File: src/spe_pkg.sv
// Constants shared by the slave parameter error latch.
// Assumes one 100 MHz clock and a 16-bit remote register word.
package spe_pkg;
    // ========================================
    // Register words (documented index)
    localparam int unsigned REG_LATEST_ERROR_CODE = 0;
    localparam int unsigned REG_LATEST_ERROR_SLAVE_ID = 1;
    localparam int unsigned WORD_W = 16;
    localparam logic [15:0] WORD_RESET = 16'h0000;
    // ========================================
    // Error codes
    localparam logic [15:0] CODE_HW_FAULT_A = 16'h012C;
    localparam logic [15:0] CODE_HW_FAULT_B = 16'h012D;
    localparam logic [15:0] CODE_TARGET_ID = 16'h012E;
    localparam logic [15:0] CODE_VALUE_REJECT = 16'h012F;
    localparam logic [15:0] CODE_ACCESS_FAIL = 16'h0130;
    localparam logic [15:0] CODE_SLAVE_STATUS = 16'h0131;
    localparam logic [15:0] CODE_DUP_ID = 16'h0190;
    localparam logic [15:0] CODE_NO_ID = 16'h0191;
    localparam logic [15:0] ID_NONE = 16'h0FFF;
    // ========================================
    // Duplicate alarm entry
    localparam logic [7:0] ALARM_COUNT_ONE = 8'h01;
    localparam logic [7:0] ALARM_COUNT_RESET = 8'h00;
    // ========================================
    // Input conditioning
    localparam int unsigned SYNC_STAGES = 3;
    localparam logic FLAG_RESET = 1'b0;
endpackage : spe_pkg

File: src/spe_sync_if.sv
// Carries a conditioned level and its rising edge between modules.
// Assumes one clock domain on both sides.
`timescale 1ns/1ps
`default_nettype none
interface spe_sync_if;
    logic level;
    logic rise;
    modport producer (output level, output rise);
    modport consumer (input level, input rise);
endinterface : spe_sync_if
`default_nettype wire

File: src/spe_sync.sv
// Three-stage input conditioner with agreement filter and edge pulse.
// Assumes the input is asynchronous to i_clock.
`timescale 1ns/1ps
`default_nettype none
module spe_sync #(
    parameter int unsigned STAGES = spe_pkg::SYNC_STAGES
) (
    // Clock and reset
    input wire logic i_clock,
    input wire logic i_rst,
    input wire logic i_clk_en,
    // Pin side
    input wire logic i_async,
    // Conditioned side
    spe_sync_if.producer o_sync
);
    logic [STAGES-1:0] chain_q;
    logic level_q;
    logic rise_q;

    // ========================================
    // Synchroniser chain; stage 0 feeds stage 1 only
    always_ff @(posedge i_clock or posedge i_rst) begin
        if (i_rst) begin
            chain_q <= '0;
        end else if (i_clk_en) begin
            chain_q <= {chain_q[STAGES-2:0], i_async};
        end
    end

    // ========================================
    // A change counts once the last two stages agree
    always_ff @(posedge i_clock or posedge i_rst) begin
        if (i_rst) begin
            level_q <= 1'b0;
            rise_q <= 1'b0;
        end else if (i_clk_en) begin
            rise_q <= 1'b0;
            if (chain_q[STAGES-1] == chain_q[STAGES-2]) begin
                level_q <= chain_q[STAGES-1];
                rise_q <= chain_q[STAGES-1] & ~level_q;
            end
        end
    end

    assign o_sync.level = level_q;
    assign o_sync.rise = rise_q;
endmodule : spe_sync
`default_nettype wire

File: src/spe_err_latch.sv
// Error capture and latch for slave parameter access and address faults.
// Assumes fault pulses come from logic on i_clock; the clear request is remote.
// ========================================
// Summary of operation
// - hardware fault stores 012C/012D, ID, alarm
// - bad target ID stores 012E, 0FFF, alarm
// - rejected value stores 012F, ID, alarm
// - failed access stores 0130, ID, access flag
// - bad slave status stores 0131, ID, alarm
// - duplicate address stores 0190, ID, alarm
// - unset address stores code 0191
// - newest error overwrites older code and ID
// - flags and words stay after cause clears
// - clear toggle drops alarm, zeroes both words
// - clear toggle also drops access error flag
// - duplicate check only during address detection
// - duplicate flag never halts bit transmission
// - duplicate entry count one, duplicated ID
// - duplicate status lost on slave power loss
// - alarm and access flags hold until clear request goes on
`timescale 1ns/1ps
`default_nettype none
module spe_err_latch (
    // Clock, reset, enable
    input wire logic i_clock,
    input wire logic i_rst,
    input wire logic i_clk_en,
    // Host remote I/O
    input wire logic i_error_clear_request,
    // Fault events, one-cycle pulses
    input wire logic i_hw_fault,
    input wire logic i_hw_fault_kind,
    input wire logic i_target_id_invalid,
    input wire logic i_value_rejected,
    input wire logic i_access_failed,
    input wire logic i_slave_status_bad,
    input wire logic i_dup_found,
    input wire logic i_unset_found,
    input wire logic [15:0] i_fault_id,
    // Address detection, slave power and transmit halt
    input wire logic i_addr_detect_active,
    input wire logic i_slave_power_lost,
    input wire logic i_tx_halt_request,
    // Status flags
    output logic o_slave_alarm,
    output logic o_param_access_error,
    output logic o_dup_status,
    // Remote register words
    output logic [15:0] o_latest_error_code_word,
    output logic [15:0] o_latest_error_slave_id_word,
    // Duplicate alarm entry
    output logic [7:0] o_alarm_id_count,
    output logic [15:0] o_alarm_id,
    // Slave line
    output logic o_bit_tx_enable
);
    // ========================================
    // Clear request conditioning
    spe_sync_if clr_if ();

    spe_sync #(
        .STAGES(spe_pkg::SYNC_STAGES)
    ) u_clr_sync (
        .i_clock(i_clock),
        .i_rst(i_rst),
        .i_clk_en(i_clk_en),
        .i_async(i_error_clear_request),
        .o_sync(clr_if.producer)
    );

    logic clear_pulse;
    // Held request does not keep wiping new errors
    assign clear_pulse = clr_if.rise;

    // ========================================
    // Fault classification
    logic dup_event;
    logic any_event;
    logic alarm_event;
    logic [15:0] code_d;
    logic [15:0] id_d;

    // Duplicates only exist while detection runs
    assign dup_event = i_dup_found & i_addr_detect_active;

    // Later lines win when faults coincide in one cycle
    always_comb begin
        any_event = 1'b0;
        alarm_event = 1'b0;
        code_d = spe_pkg::WORD_RESET;
        id_d = spe_pkg::WORD_RESET;
        if (i_hw_fault) begin
            any_event = 1'b1;
            alarm_event = 1'b1;
            code_d = i_hw_fault_kind ? spe_pkg::CODE_HW_FAULT_B
                                     : spe_pkg::CODE_HW_FAULT_A;
            id_d = i_fault_id;
        end
        if (i_target_id_invalid) begin
            any_event = 1'b1;
            alarm_event = 1'b1;
            code_d = spe_pkg::CODE_TARGET_ID;
            id_d = spe_pkg::ID_NONE;
        end
        if (i_value_rejected) begin
            any_event = 1'b1;
            alarm_event = 1'b1;
            code_d = spe_pkg::CODE_VALUE_REJECT;
            id_d = i_fault_id;
        end
        if (i_access_failed) begin
            any_event = 1'b1;
            code_d = spe_pkg::CODE_ACCESS_FAIL;
            id_d = i_fault_id;
        end
        if (i_slave_status_bad) begin
            any_event = 1'b1;
            alarm_event = 1'b1;
            code_d = spe_pkg::CODE_SLAVE_STATUS;
            id_d = i_fault_id;
        end
        if (dup_event) begin
            any_event = 1'b1;
            alarm_event = 1'b1;
            code_d = spe_pkg::CODE_DUP_ID;
            id_d = i_fault_id;
        end
        if (i_unset_found) begin
            any_event = 1'b1;
            alarm_event = 1'b1;
            code_d = spe_pkg::CODE_NO_ID;
            id_d = i_fault_id;
        end
    end

    // ========================================
    // Latest error words; a new error beats a same-cycle clear
    always_ff @(posedge i_clock or posedge i_rst) begin
        if (i_rst) begin
            o_latest_error_code_word <= spe_pkg::WORD_RESET;
            o_latest_error_slave_id_word <= spe_pkg::WORD_RESET;
        end else if (i_clk_en) begin
            if (any_event) begin
                o_latest_error_code_word <= code_d;
                o_latest_error_slave_id_word <= id_d;
            end else if (clear_pulse) begin
                o_latest_error_code_word <= spe_pkg::WORD_RESET;
                o_latest_error_slave_id_word <= spe_pkg::WORD_RESET;
            end
        end
    end

    // ========================================
    // Slave alarm flag; only the clear edge drops it
    always_ff @(posedge i_clock or posedge i_rst) begin
        if (i_rst) begin
            o_slave_alarm <= spe_pkg::FLAG_RESET;
        end else if (i_clk_en) begin
            if (alarm_event) begin
                o_slave_alarm <= 1'b1;
            end else if (clear_pulse) begin
                o_slave_alarm <= 1'b0;
            end
        end
    end

    // ========================================
    // Parameter access error flag
    always_ff @(posedge i_clock or posedge i_rst) begin
        if (i_rst) begin
            o_param_access_error <= spe_pkg::FLAG_RESET;
        end else if (i_clk_en) begin
            if (i_access_failed) begin
                o_param_access_error <= 1'b1;
            end else if (clear_pulse) begin
                o_param_access_error <= 1'b0;
            end
        end
    end

    // ========================================
    // Duplicate status and its single alarm entry
    always_ff @(posedge i_clock or posedge i_rst) begin
        if (i_rst) begin
            o_dup_status <= spe_pkg::FLAG_RESET;
            o_alarm_id_count <= spe_pkg::ALARM_COUNT_RESET;
            o_alarm_id <= spe_pkg::WORD_RESET;
        end else if (i_clk_en) begin
            if (dup_event) begin
                o_dup_status <= 1'b1;
                o_alarm_id_count <= spe_pkg::ALARM_COUNT_ONE;
                o_alarm_id <= i_fault_id;
            end else if (i_slave_power_lost || clear_pulse) begin
                // Slave power loss forgets it until detection reruns
                o_dup_status <= 1'b0;
                o_alarm_id_count <= spe_pkg::ALARM_COUNT_RESET;
                o_alarm_id <= spe_pkg::WORD_RESET;
            end
        end
    end

    // ========================================
    // Bit transmission; duplicate status takes no part
    always_ff @(posedge i_clock or posedge i_rst) begin
        if (i_rst) begin
            o_bit_tx_enable <= 1'b0;
        end else if (i_clk_en) begin
            o_bit_tx_enable <= ~i_tx_halt_request;
        end
    end
endmodule : spe_err_latch
`default_nettype wire

File: config.mk
export PLATFORM = sky130hd
export DESIGN_NAME = spe_err_latch
export DESIGN_NICKNAME = d
export VERILOG_FILES = /design/src/spe_pkg.sv /design/src/spe_sync_if.sv /design/src/spe_sync.sv /design/src/spe_err_latch.sv
export SDC_FILE = /design/constraint.sdc
export NUM_CORES = 1
export LEC_CHECK = 0
export CORE_UTILIZATION = 61
export CTS_CLUSTER_SIZE = 12
export DETAILED_ROUTE_END_ITERATION = 10
export DONT_BUFFER_PORTS = 1
export HOLD_SLACK_MARGIN = 0.02
export PLACE_DENSITY_LB_ADDON = 0.3
export REMOVE_ABC_BUFFERS = 1
export SLEW_MARGIN = 20
export SYNTH_ARGS = -nofsm -noshare
export SYNTH_HDL_FRONTEND = slang
export SYNTH_SLANG_ARGS = --single-unit
File: constraint.sdc
create_clock -name i_clock -period 4.3 [get_ports i_clock]
set_input_delay 1.075 -clock i_clock [delete_from_list [all_inputs] [get_ports i_clock]]
set_output_delay 1.075 -clock i_clock [all_outputs]
set_load 0.02 [all_outputs]
Yosys cells after proc, flatten, opt, wreduce, memory -nomap -nowiden
Cells that the tools add are included.
{"block": "word_totals", "out_inout_bits": 60, "register_bits": 65, "input_bits": 31, "word_cells": 64}
{"block": "op_classes", "eq_ne": 1, "reduce_logical": 10, "n_bitwise": 4, "mux": 38}
{"op": "2-to-1 mux 16 bit", "n": 18}
{"op": "2-to-1 mux 1 bit", "n": 17}
{"op": "2-to-1 mux 8 bit", "n": 2}
{"op": "AND reduction 2 bit", "n": 5}
{"op": "2-to-1 mux 9 bit", "n": 1}
{"op": "nonzero test 2 bit", "n": 4}
{"op": "bitwise AND 1 bit", "n": 2}
{"op": "inverter 1 bit", "n": 2}
{"op": "equality test 1 bit", "n": 1}
{"op": "logical OR 1 bit", "n": 1}

Longest topological paths before layout
Gate-level depths: netlist of the first run.
{"block": "depth", "depth_word": 9, "mapped_depth": 5, "ltp_nobuf": 3}

Modules after synthesis
From an unflattened synthesis of the first run, not the netlist that was laid out.
{"block": "unflattened", "cells_unflattened": 175, "hier_area_um2": 2107.0}
{"module": "spe_err_latch", "n_inst": 1, "cells_each": 157, "area_each_um2": 1886.8, "seq_area_each_um2": 1076.0}
{"module": "spe_sync", "n_inst": 1, "cells_each": 18, "area_each_um2": 220.2, "seq_area_each_um2": 125.1}

Worst setup path before layout of the first run
OpenSTA, ideal clock, no wires.
{"block": "synth_path", "kind": "input to register", "startpoint": "input port i_value_rejected", "endpoint": "register o_latest_error_code_word[4]", "setup_time_ns": 0.125, "path_buffers": 1, "path_stages": 4, "t_required_ns": 4.175, "arrival_time_ns": 2.260, "path_slack_ns": 1.915, "cell_sequence": "or3_1 clkbuf_1 o31a_1 mux2_4"}
{"block": "synth_between", "elab_chain_len": 7, "word_cells_on_any_way": 13, "classes_between": "11 x mux; 2 x reduce/logical"}
{"element": "start, declared", "line_no": "spe_err_latch.sv:34", "source": "input wire logic i_value_rejected,"}
{"element": "2-to-1 mux 1 bit", "line_no": "spe_err_latch.sv:105", "source": "if (i_value_rejected) begin"}
{"element": "2-to-1 mux 1 bit", "line_no": "spe_err_latch.sv:111", "source": "if (i_access_failed) begin"}
{"element": "2-to-1 mux 1 bit", "line_no": "spe_err_latch.sv:116", "source": "if (i_slave_status_bad) begin"}
{"element": "2-to-1 mux 1 bit", "line_no": "spe_err_latch.sv:122", "source": "if (dup_event) begin"}
{"element": "2-to-1 mux 1 bit", "line_no": "spe_err_latch.sv:128", "source": "if (i_unset_found) begin"}
{"element": "nonzero test 2 bit (no line)"}
{"element": "AND reduction 2 bit (no line)"}
{"element": "end signal, assigned", "line_no": "spe_err_latch.sv:140", "source": "o_latest_error_code_word <= spe_pkg::WORD_RESET;"}
{"element": "end signal, assigned", "line_no": "spe_err_latch.sv:144", "source": "o_latest_error_code_word <= code_d;"}
{"element": "end signal, assigned", "line_no": "spe_err_latch.sv:147", "source": "o_latest_error_code_word <= spe_pkg::WORD_RESET;"}
{"element": "end, declared", "line_no": "spe_err_latch.sv:49", "source": "output logic [15:0] o_latest_error_code_word,"}
Several ways; a longest one is shown, not always the timed one.
A chain may end at the register's enable or synchronous reset.

Final worst setup path of the first run
{"block": "layout_path", "startpoint": "input port i_dup_found", "endpoint": "register o_latest_error_code_word[8]"}
{"block": "layout_between", "elab_chain_len": 5, "word_cells_on_any_way": 8, "classes_between": "5 x mux; 1 x bitwise; 2 x reduce/logical"}
{"element": "start, declared", "line_no": "spe_err_latch.sv:37", "source": "input wire logic i_dup_found,"}
{"element": "bitwise AND 1 bit (*)", "line_no": "spe_err_latch.sv:84", "source": "assign dup_event = i_dup_found & i_addr_detect_active;"}
{"element": "2-to-1 mux 1 bit", "line_no": "spe_err_latch.sv:122"}
{"element": "2-to-1 mux 1 bit", "line_no": "spe_err_latch.sv:128"}
{"element": "nonzero test 2 bit (no line)"}
{"element": "AND reduction 2 bit (no line)"}
Every way passes the cells marked *; elsewhere a longest branch is shown, timed or not.

==> results.toml, run 1 <==
[flow_run]
maxCapViolations = 0

[final_layout]
layout.filler_cells = 245
final_net_count = 198
postLayoutCoreUtil = 0.6667
final_design_area_no_fill_sq_um = 2102
areaGrowthSynthToFinish_pct = 0.3586
antenna_cell_count = 0
leading_cell_type_in_the_layout_fill_and_taps_excluded = "sky130_fd_sc_hd__dfrtp_1"
final_cells = 212
layout_common_cells = "48 x sky130_fd_sc_hd__dfrtp_1, 21 x sky130_fd_sc_hd__a22o_1, 16 x sky130_fd_sc_hd__a21oi_1"
drive_above_1_share = 0.1012

[clocking]
post_cts.repair.setup_buffers = 0
worst_setup_hold_path_clk_slew_ps = 140
cts.path.max_buffers = 2
cts_tree = "done"
ctsHoldBuffers = 0
cts_inserted_buffers = 5
htree_num_levels = 2
ctsRootBufferMaster = "sky130_fd_sc_hd__clkbuf_4"
insertion_delay_ps = 350
post_cts_resize_count = 0
cts_num_sinks = 48

[floorplan]
core-area_sq_um = 3153
die_area_sq_um = 3672
std_cell_rows = 20
boundaryPins = 91
initial_cell_density_of_the_core = 0.6643
dieHeight_microns = 60.60
die_w_microns = 60.60

[global_route]
grt_start_max_net_pins = 49
first_global_vias = 1334
grt.overflow.total = 0
grt_pass1_wl_microns = 6306
gr-usage-all-layers = 0.2379
grt_antenna_before_repair = 0

[setup_path]
end_kind = "flip-flop"
critical-path-max-stage-delay_ps = 770
crit_buf_inv = 0
crit_arrival_ps = 2490
crit_slowest_cell = "sky130_fd_sc_hd__o21ai_1"
worstSetupPathDepth = 3
rr_worst_depth = 3
criticalPathCategory = "in2reg"
timing.critical_path.from_type = "input port"
crit_chain = "a2111o_1, o21ai_1, nand2_1"
timing.critical_path.fanout_max = 13
crit_family = "compound AO/OA/AOI/OAI gates"
worstPathRequired_ps = 4510

[synth]
postSynth.asyncResetShare = 1.000
synth_top_flop_cell = "sky130_fd_sc_hd__dfrtp_1"
top_cell_type_s_share_of_synthesized_area = 0.5735
yosys-top-cells-area = "sky130_fd_sc_hd__dfrtp_1 57%, sky130_fd_sc_hd__a22o_1 8.8%, sky130_fd_sc_hd__buf_4 6.1%"
synth_top_area_cell = "sky130_fd_sc_hd__dfrtp_1"
seq_total_area_yosys = 0.5735
yosys_register_bits = 48
netlist_area_before_placement_sq_um = 2095
synthesis.yosys.warnings = 0
synthDistinctLibCells = 34
postSynthCellCount = 172
number_of_enable_type_register_cells_in_the_synthesized_netlist = 0
mapped_avg_cell_area_sq_um = 12.18

[drt]
routed_wire_length_per_instance_microns = 19.81
drt-total-wl_microns = 4199
detailed_route_via_count = 1389
dr.pass1.iters = 4
residual_antenna_violating_net_count_after_detailed_routing = 0
via_per_inst = 6.552
drt_iter0_drc = 69
drt_drc_violations_left = 0

[sta]
post-route-min-period_ps = 2286
achievable-frequency_ghz = 0.4374
unrepaired_setup_endpoints_after_global_routing = "false"
max_slew_margin = 0.3757
drv_slew = 0
fin_hold_ws_ps = 520.2
setup_total_negative_slack_ps = 0
transition_time_at_the_pin_with_the_least_slew_margin_ps = 930.2
setup_violations = 0
finClkSkew_ps = 7.493
report.final.hold_viol_count = 0
final_min_period_over_clock_period = 0.5317

[power_and_ir_drop]
switching_power_w = 0.0002910
p_int_w = 0.0006229
leakage_nw = 0.9467
combPwrFrac = 0.111
clock_power_share = 0.245
switching_share = 0.3184
vdd_drop_max_mv = 0.3015
p_seq_frac = 0.644
power-per-cell-area_nw_per_um2 = 434.8

[min_path]
holdPathStages = 1
hold_path_class = "reg2reg"

[place]
placed_cells = 204
half_perimeter_wire_length_of_the_detailed_placement_result_microns = 2929
port-buffer-count = 0
placement.cell_area_sq_um = 2036
routabilityCongestion = 0.8252

[status]
run_status = "completed"
## final timing paths
path	from	end	slack [ps]
min in group asynchronous	i_rst	o_alarm_id[10]$_DFFE_PP0P_	710
min	u_clr_sync.chain_q[0]$_DFFE_PP0P_	u_clr_sync.chain_q[0]$_DFFE_PP0P_	520
max in group asynchronous	i_rst	o_latest_error_code_word[3]$_DFFE_PP0P_	3120
max	i_dup_found	o_latest_error_code_word[8]$_DFFE_PP0P_	2010
min reg2reg	u_clr_sync.chain_q[0]$_DFFE_PP0P_	u_clr_sync.chain_q[0]$_DFFE_PP0P_	520
max reg2reg	u_clr_sync.o_sync.rise$_DFFE_PP0P_	o_alarm_id[6]$_DFFE_PP0P_	2700
## flip-flops by register name, indices dropped and copies added, names as in the netlist
signal,count
u_clr_sync.chain_q,3
u_clr_sync.o_sync.rise,1
o_alarm_id_count,1
o_slave_alarm,1
o_latest_error_code_word,7
o_param_access_error,1
o_alarm_id,16
u_clr_sync.o_sync.level,1
o_bit_tx_enable,1
o_latest_error_slave_id_word,16
## per-stage QoR
stage / setup slack [ps] / total power, W
3_5_place_dp: 1632 / 0.0007002
5_1_grt: 1890 / 0.0009558
3_3_place_gp: 1726 / 0.0006927
4_1_cts: 2019 / 0.0009193
2_1_floorplan: 1956 / 0.0006716
6_report: 2014 / 0.0009139
## routing by layer
| metal | track usage | wire length [microns] |
|---|---|---|
| met3 | 0.06823 | 404 |
| met2 | 0.4019 | 2072 |
| met5 | 0 | 0 |
| met1 | 0.2991 | 1687 |
| met4 | 0.07143 | 34 |
## area by class of cell
class / instances / area, sq um / share of cell area
Tap cell: 44 / 55.05 / 0.02619
Multi-Input combinational cell: 106 / 753.2 / 0.3583
Inverter: 5 / 20.02 / 0.009524
Clock buffer: 6 / 51.30 / 0.02440
Clock inverter: 2 / 13.76 / 0.006548
Timing Repair Buffer: 1 / 7.507 / 0.003571
Sequential cell: 48 / 1201 / 0.5714
## logic make-up (layout without fill, tap and decap cells)
| family | count (synthesis) | in the layout | synth area share |
|---|---|---|---|
| AOI/OAI and AO/OA | 69 | 69 | 0.2593 |
| buffers and inverters | 32 | 14 | 0.09199 |
| DFF | 48 | 48 | 0.5735 |
| muxes | 5 | 5 | 0.03047 |
| other | 1 | 15 | 0.001790 |
| and+or+nand+nor | 17 | 17 | 0.04302 |
## power by group through the flow
stage	logic, W	registers (W)	clock network [W]
2_1_floorplan	0.0000855	0.000586	0
3_3_place_gp	0.0000972	0.000595	0
3_5_place_dp	0.000103	0.000598	0
4_1_cts	0.000103	0.000589	0.000227
5_1_grt	0.000113	0.000596	0.000247
6_report	0.000102	0.000589	0.000224
## cells in the mapped netlist (3+ instances only)
master,number
sky130_fd_sc_hd__buf_4,17
sky130_fd_sc_hd__inv_1,5
sky130_fd_sc_hd__o21ai_0,4
sky130_fd_sc_hd__o2bb2ai_1,12
sky130_fd_sc_hd__nand2_1,7
sky130_fd_sc_hd__a21oi_1,16
sky130_fd_sc_hd__a22o_1,21
sky130_fd_sc_hd__nor2b_1,3
sky130_fd_sc_hd__mux2_2,3
sky130_fd_sc_hd__clkbuf_1,8
sky130_fd_sc_hd__dfrtp_1,48
No activity file was read; power rests on OpenSTA's default activity.
==> inputs of run 2 (changes only) <==
==> constraint.sdc (replaced) <==
create_clock -name i_clock -period 2.3 [get_ports i_clock]
set_input_delay 0.575 -clock i_clock [delete_from_list [all_inputs] [get_ports i_clock]]
set_output_delay 0.575 -clock i_clock [all_outputs]
set_load 0.02 [all_outputs]
==> run 2 against run 1 <==
Critical path depth unchanged. Clock skew is 3.9 ps lower. Largest cell class unchanged. Largest power group unchanged. Sequential power rose by 87%. Non-clock buffer count grew 4. First-iteration DRC count grew 23%. Clock power increased by 80%. Combinational power rose by 94%. Flip-flop and latch count unchanged. Count of clock-buffer cells in the layout up 1.
==> results.toml, run 2 (synthesis gave the netlist of run 1 again) <==
[status]
run_status = "completed"

[setup_path]
crit_family = "compound AO/OA/AOI/OAI gates"
crit_chain = "a211o_1, nand2_1, a22o_1"
criticalPathCategory = "reg2reg"
worstPathRequired_ps = 2600
end_kind = "flip-flop"
timing.critical_path.fanout_max = 17
crit_buf_inv = 0
r2r_startpoint = "u_clr_sync.o_sync.rise$_DFFE_PP0P_"
critical-path-max-stage-delay_ps = 510
timing.critical_path.from_type = "flip-flop"
crit_slowest_cell = "sky130_fd_sc_hd__nand2_1"
worstSetupStartpoint = "u_clr_sync.o_sync.rise$_DFFE_PP0P_"
crit_arrival_ps = 1910

[sta]
report.final.hold_viol_count = 0
transition_time_at_the_pin_with_the_least_slew_margin_ps = 873.9
final_min_period_over_clock_period = 0.7008
postLayoutSetupSlackWorst_ps = 688.1
setup_violations = 0
fin_hold_ws_ps = 53.84
drv_slew = 0
unrepaired_setup_endpoints_after_global_routing = "false"
setup_total_negative_slack_ps = 0
max_slew_margin = 0.4162
finClkSkew_ps = 3.616
post-route-min-period_ps = 1612
achievable-frequency_ghz = 0.6204

[final_layout]
leading_cell_type_in_the_layout_fill_and_taps_excluded = "sky130_fd_sc_hd__dfrtp_1"
final_cells = 216
multi_input_comb_area_sq_um = 753.2
areaGrowthSynthToFinish_pct = 1.613
layout_common_cells = "48 x sky130_fd_sc_hd__dfrtp_1, 21 x sky130_fd_sc_hd__a22o_1, 16 x sky130_fd_sc_hd__a21oi_1"
final_net_count = 202
drive_above_1_share = 0.1163
layout.filler_cells = 261
ff_latch_area_sq_um = 1201
largestRegisters = "o_alarm_id x16, o_latest_error_slave_id_word x16, o_latest_error_code_word x7"
antenna_cell_count = 0

[clocking]
ctsHoldBuffers = 0
post_cts.repair.setup_buffers = 0
worst_setup_hold_path_clk_slew_ps = 130
ctsRootBufferMaster = "sky130_fd_sc_hd__clkbuf_4"
cts_tree = "done"
post_cts_resize_count = 0
cts_inserted_buffers = 5
insertion_delay_ps = 350
cts.path.max_buffers = 2
htree_num_levels = 2
cts_num_sinks = 48

[place]
port-buffer-count = 0
post_placement_setup_slack_ps = 390.1
half_perimeter_wire_length_of_the_detailed_placement_result_microns = 3033
placed_cells = 208
routabilityCongestion = 0.8338

[floorplan]
die_area_sq_um = 3672
die_w_microns = 60.60
boundaryPins = 91
dieHeight_microns = 60.60
initial_cell_density_of_the_core = 0.6643
std_cell_rows = 20
core-area_sq_um = 3153

[drt]
via_per_inst = 6.514
dr.pass1.iters = 4
residual_antenna_violating_net_count_after_detailed_routing = 0
drt_drc_violations_left = 0
drt-total-wl_microns = 4374
detailed_route_via_count = 1407
routed_wire_length_per_instance_microns = 20.25
drt_iter0_drc = 85

[global_route]
gr-usage-all-layers = 0.2578
grt.overflow.total = 0
first_global_vias = 1328
grt_pass1_wl_microns = 6617
grt_antenna_before_repair = 0
grt_start_max_net_pins = 24

[power_and_ir_drop]
switching_share = 0.3145
p_int_w = 0.001167
leakage_nw = 0.9591
combPwrFrac = 0.116
vdd_drop_max_mv = 0.5134
switching_power_w = 0.0005355
p_seq_frac = 0.647
power-per-cell-area_nw_per_um2 = 800.0
clock_power_share = 0.237

[flow_run]
maxCapViolations = 0

[min_path]
hold_path_class = "in2async"
## run 2: cell types whose count changed in the layout (fill, tap and decap cells not counted), sizes merged
cell	before	now
buf	1	5
clkinv	2	0
clkbuf	6	7
clkinvlp	0	1
## run 2: final cells by class
class / instances / area share
Timing Repair Buffer: 5 / 0.01764
Sequential cell: 48 / 0.5644
Multi-Input combinational cell: 106 / 0.3539
Clock buffer: 7 / 0.02587
Clock inverter: 1 / 0.003527
Tap cell: 44 / 0.02587
Inverter: 5 / 0.008818
## run 2: power by group through the flow
stage / Combinational [W] / Clock [W] / Sequential, W
floorplan: 0.000160 / 0 / 0.00110
global placement: 0.000189 / 0 / 0.00111
detailed placement: 0.000199 / 0 / 0.00112
CTS: 0.000199 / 0.000417 / 0.00110
global route: 0.000220 / 0.000451 / 0.00111
finish: 0.000198 / 0.000404 / 0.00110
## run 2: layer usage
metal  GRT usage  wire length [microns]  up-vias
met5           0                      0        -
met3     0.09595                    435        8
met1      0.3023                   1693      709
met4     0.09740                     58        0
li1            -                      -      606
met2      0.4333                   2187       84
## run 2: final timing paths
path,end,slack (ps),depth (start not counted)
max,o_alarm_id[7]$_DFFE_PP0P_,690,3
min reg2reg,u_clr_sync.chain_q[0]$_DFFE_PP0P_,530,1
min in group i_clock,o_bit_tx_enable$_DFFE_PP0P_,290,1
max reg2reg,o_alarm_id[7]$_DFFE_PP0P_,690,3
min,o_alarm_id[11]$_DFFE_PP0P_,50,1
max in group asynchronous,o_latest_error_slave_id_word[5]$_DFFE_PP0P_,1700,2
## run 2: worst reg2reg max path: stages (launching register included)
cell	delay [ps]
sky130_fd_sc_hd__dfrtp_1	500
sky130_fd_sc_hd__a211o_1	300
sky130_fd_sc_hd__nand2_1	510
sky130_fd_sc_hd__a22o_1	260
## run 2: through the flow
| stage | util | area (sq um) | total power (W) |
|---|---|---|---|
| finish | 0.6750 | 2128 | 0.001703 |
| global route | 0.6750 | 2128 | 0.001784 |
| CTS | 0.6750 | 2128 | 0.001717 |
| detailed placement | 0.6552 | 2066 | 0.001315 |
| global placement | 0.6552 | 2066 | 0.001302 |
| floorplan | - | 1973 | 0.001256 |
==> inputs of run 3 (changes only) <==
--- a/config.mk
+++ b/config.mk
@@ -5,7 +5,7 @@
 export SDC_FILE = /design/constraint.sdc
 export NUM_CORES = 1
 export LEC_CHECK = 0
-export CORE_UTILIZATION = 61
+export CORE_UTILIZATION = 56
 export CTS_CLUSTER_SIZE = 12
 export DETAILED_ROUTE_END_ITERATION = 10
 export DONT_BUFFER_PORTS = 1
==> constraint.sdc (replaced) <==
create_clock -name i_clock -period 1.4 [get_ports i_clock]
set_input_delay 0.35 -clock i_clock [delete_from_list [all_inputs] [get_ports i_clock]]
set_output_delay 0.35 -clock i_clock [all_outputs]
set_load 0.02 [all_outputs]
==> run 3 against run 2 <==
Register-to-register slack worse by 620 ps. Non-clock buffer count up 6. Sequential share of layout area is 3.0 points lower. Final cell count rose by 3.7%. Largest cell class unchanged.
==> results.toml, run 3 (synthesis gave the netlist of run 1 again) <==
[sta]
fin_hold_ws_ps = 141.3
setup_violations = 0
drv_slew = 0
final_min_period_over_clock_period = 0.9558
post-route-min-period_ps = 1338
achievable-frequency_ghz = 0.7473
transition_time_at_the_pin_with_the_least_slew_margin_ps = 907.3
max_slew_margin = 0.3939
unrepaired_setup_endpoints_after_global_routing = "false"
report.final.hold_viol_count = 0
finClkSkew_ps = 9.967

[clocking]
ctsHoldBuffers = 1
cts.path.max_buffers = 2
cts_tree = "done"
worst_setup_hold_path_clk_slew_ps = 90
htree_num_levels = 2
post_cts.repair.setup_buffers = 0
insertion_delay_ps = 290
cts_num_sinks = 48
post_cts_resize_count = 0
ctsRootBufferMaster = "sky130_fd_sc_hd__clkbuf_8"
cts_inserted_buffers = 5

[final_layout]
final_net_count = 208
final_cells = 224
antenna_cell_count = 0
areaGrowthSynthToFinish_pct = 7.408
layout_common_cells = "48 x sky130_fd_sc_hd__dfrtp_1, 21 x sky130_fd_sc_hd__a22o_1, 16 x sky130_fd_sc_hd__a21oi_1"
leading_cell_type_in_the_layout_fill_and_taps_excluded = "sky130_fd_sc_hd__dfrtp_1"
largestRegisters = "o_alarm_id x16, o_latest_error_slave_id_word x16, o_latest_error_code_word x7"
drive_above_1_share = 0.1461

[floorplan]
std_cell_rows = 21
dieHeight_microns = 63.16
die_w_microns = 63.16
die_area_sq_um = 3989
core-area_sq_um = 3468
initial_cell_density_of_the_core = 0.6039
boundaryPins = 91

[setup_path]
worstPathRequired_ps = 1570
timing.critical_path.from_type = "input port"
crit_slowest_cell = "sky130_fd_sc_hd__a2111o_1"
end_kind = "flip-flop"
timing.critical_path.fanout_max = 7
critical-path-max-stage-delay_ps = 480
crit_arrival_ps = 1500
criticalPathCategory = "in2reg"
crit_chain = "a2111o_1, o31a_1, mux2_4"

[drt]
drt_iter0_drc = 79
routed_wire_length_per_instance_microns = 19.39
drt_drc_violations_left = 0
dr.pass1.iters = 4
residual_antenna_violating_net_count_after_detailed_routing = 0
via_per_inst = 6.174
detailed_route_via_count = 1383
drt-total-wl_microns = 4344

[global_route]
grt.overflow.total = 0
grt_pass1_wl_microns = 6893
grt_start_max_net_pins = 49
first_global_vias = 1413
gr-usage-all-layers = 0.2295
grt_antenna_before_repair = 0

[place]
port-buffer-count = 0
routabilityCongestion = 0.8770
placed_cells = 215
half_perimeter_wire_length_of_the_detailed_placement_result_microns = 3102

[power_and_ir_drop]
power-per-cell-area_nw_per_um2 = 1333
vdd_drop_max_mv = 0.7958
leakage_nw = 1.020

[status]
run_status = "completed"

[flow_run]
maxCapViolations = 0

[min_path]
hold_path_class = "in2reg"
## run 3: cell types whose count changed in the layout (fill, tap and decap cells not counted), sizes merged
cell	change
buf	+5
clkbuf	-1
clkinv	+1
clkinvlp	-1
dlygate4sd3	+1
inv	+1
## run 3: path summary, 6_finish.rpt
check | from | endpoint | slack [ps] | depth (start not counted)
setup / recovery | i_dup_found | o_latest_error_code_word[7]$_DFFE_PP0P_ | 60 | 3
hold / removal | i_clk_en | o_bit_tx_enable$_DFFE_PP0P_ | 140 | 1
setup reg to reg | u_clr_sync.o_sync.rise$_DFFE_PP0P_ | o_latest_error_code_word[7]$_DFFE_PP0P_ | 70 | 2
hold reg to reg | u_clr_sync.chain_q[0]$_DFFE_PP0P_ | u_clr_sync.chain_q[1]$_DFFE_PP0P_ | 510 | 1
max in group asynchronous | i_rst | o_latest_error_code_word[5]$_DFFE_PP0P_ | 640 | 3
min in group asynchronous | i_rst | o_alarm_id[10]$_DFFE_PP0P_ | 530 | 3
## run 3: critical path: cells and delay by family
| family | cells | cell delay, ps |
|---|---|---|
| compound gates | 2 | 830 |
| mux | 1 | 320 |
## run 3: area by class of cell
| cell class | instances | area [sq um] |
|---|---|---|
| clock buffers | 6 | 82.58 |
| multi-input cells | 106 | 753.2 |
| well taps | 46 | 57.56 |
| repair buffers | 11 | 122.6 |
| inverters | 5 | 18.77 |
| fillers | 291 | 1219 |
| flip-flops and latches | 48 | 1201 |
| clock inverters | 2 | 13.76 |
## run 3: metrics by stage
step	setup slack, ps	area, sq um	total power (W)	util	setup TNS (ps)
after floorplan	-218.8	1973	0.002063	-	-8940
after global placement	-180.0	2143	0.002168	0.6180	-3520
after detailed placement	-223.6	2143	0.002192	0.6180	-4101
after CTS	65.85	2250	0.003034	0.6486	0
after global routing	22.97	2250	0.003134	0.6486	0
final	61.88	2250	0.002999	0.6486	0
## run 3: where the power goes
group	leakage [nW]	internal, W	switching (W)
sequential	0.591	0.00153	0.000280
combinational	0.377	0.000167	0.000186
clock	0.0516	0.000404	0.000431
total	1.02	0.00210	0.000898
## run 3: layer usage
metal	GRT usage	routed length, microns	vias to the layer above
met5	0	0	-
li1	-	-	616
met2	0.3710	2157	80
met3	0.08152	380	4
met1	0.2854	1770	683
met4	0.07558	36	0
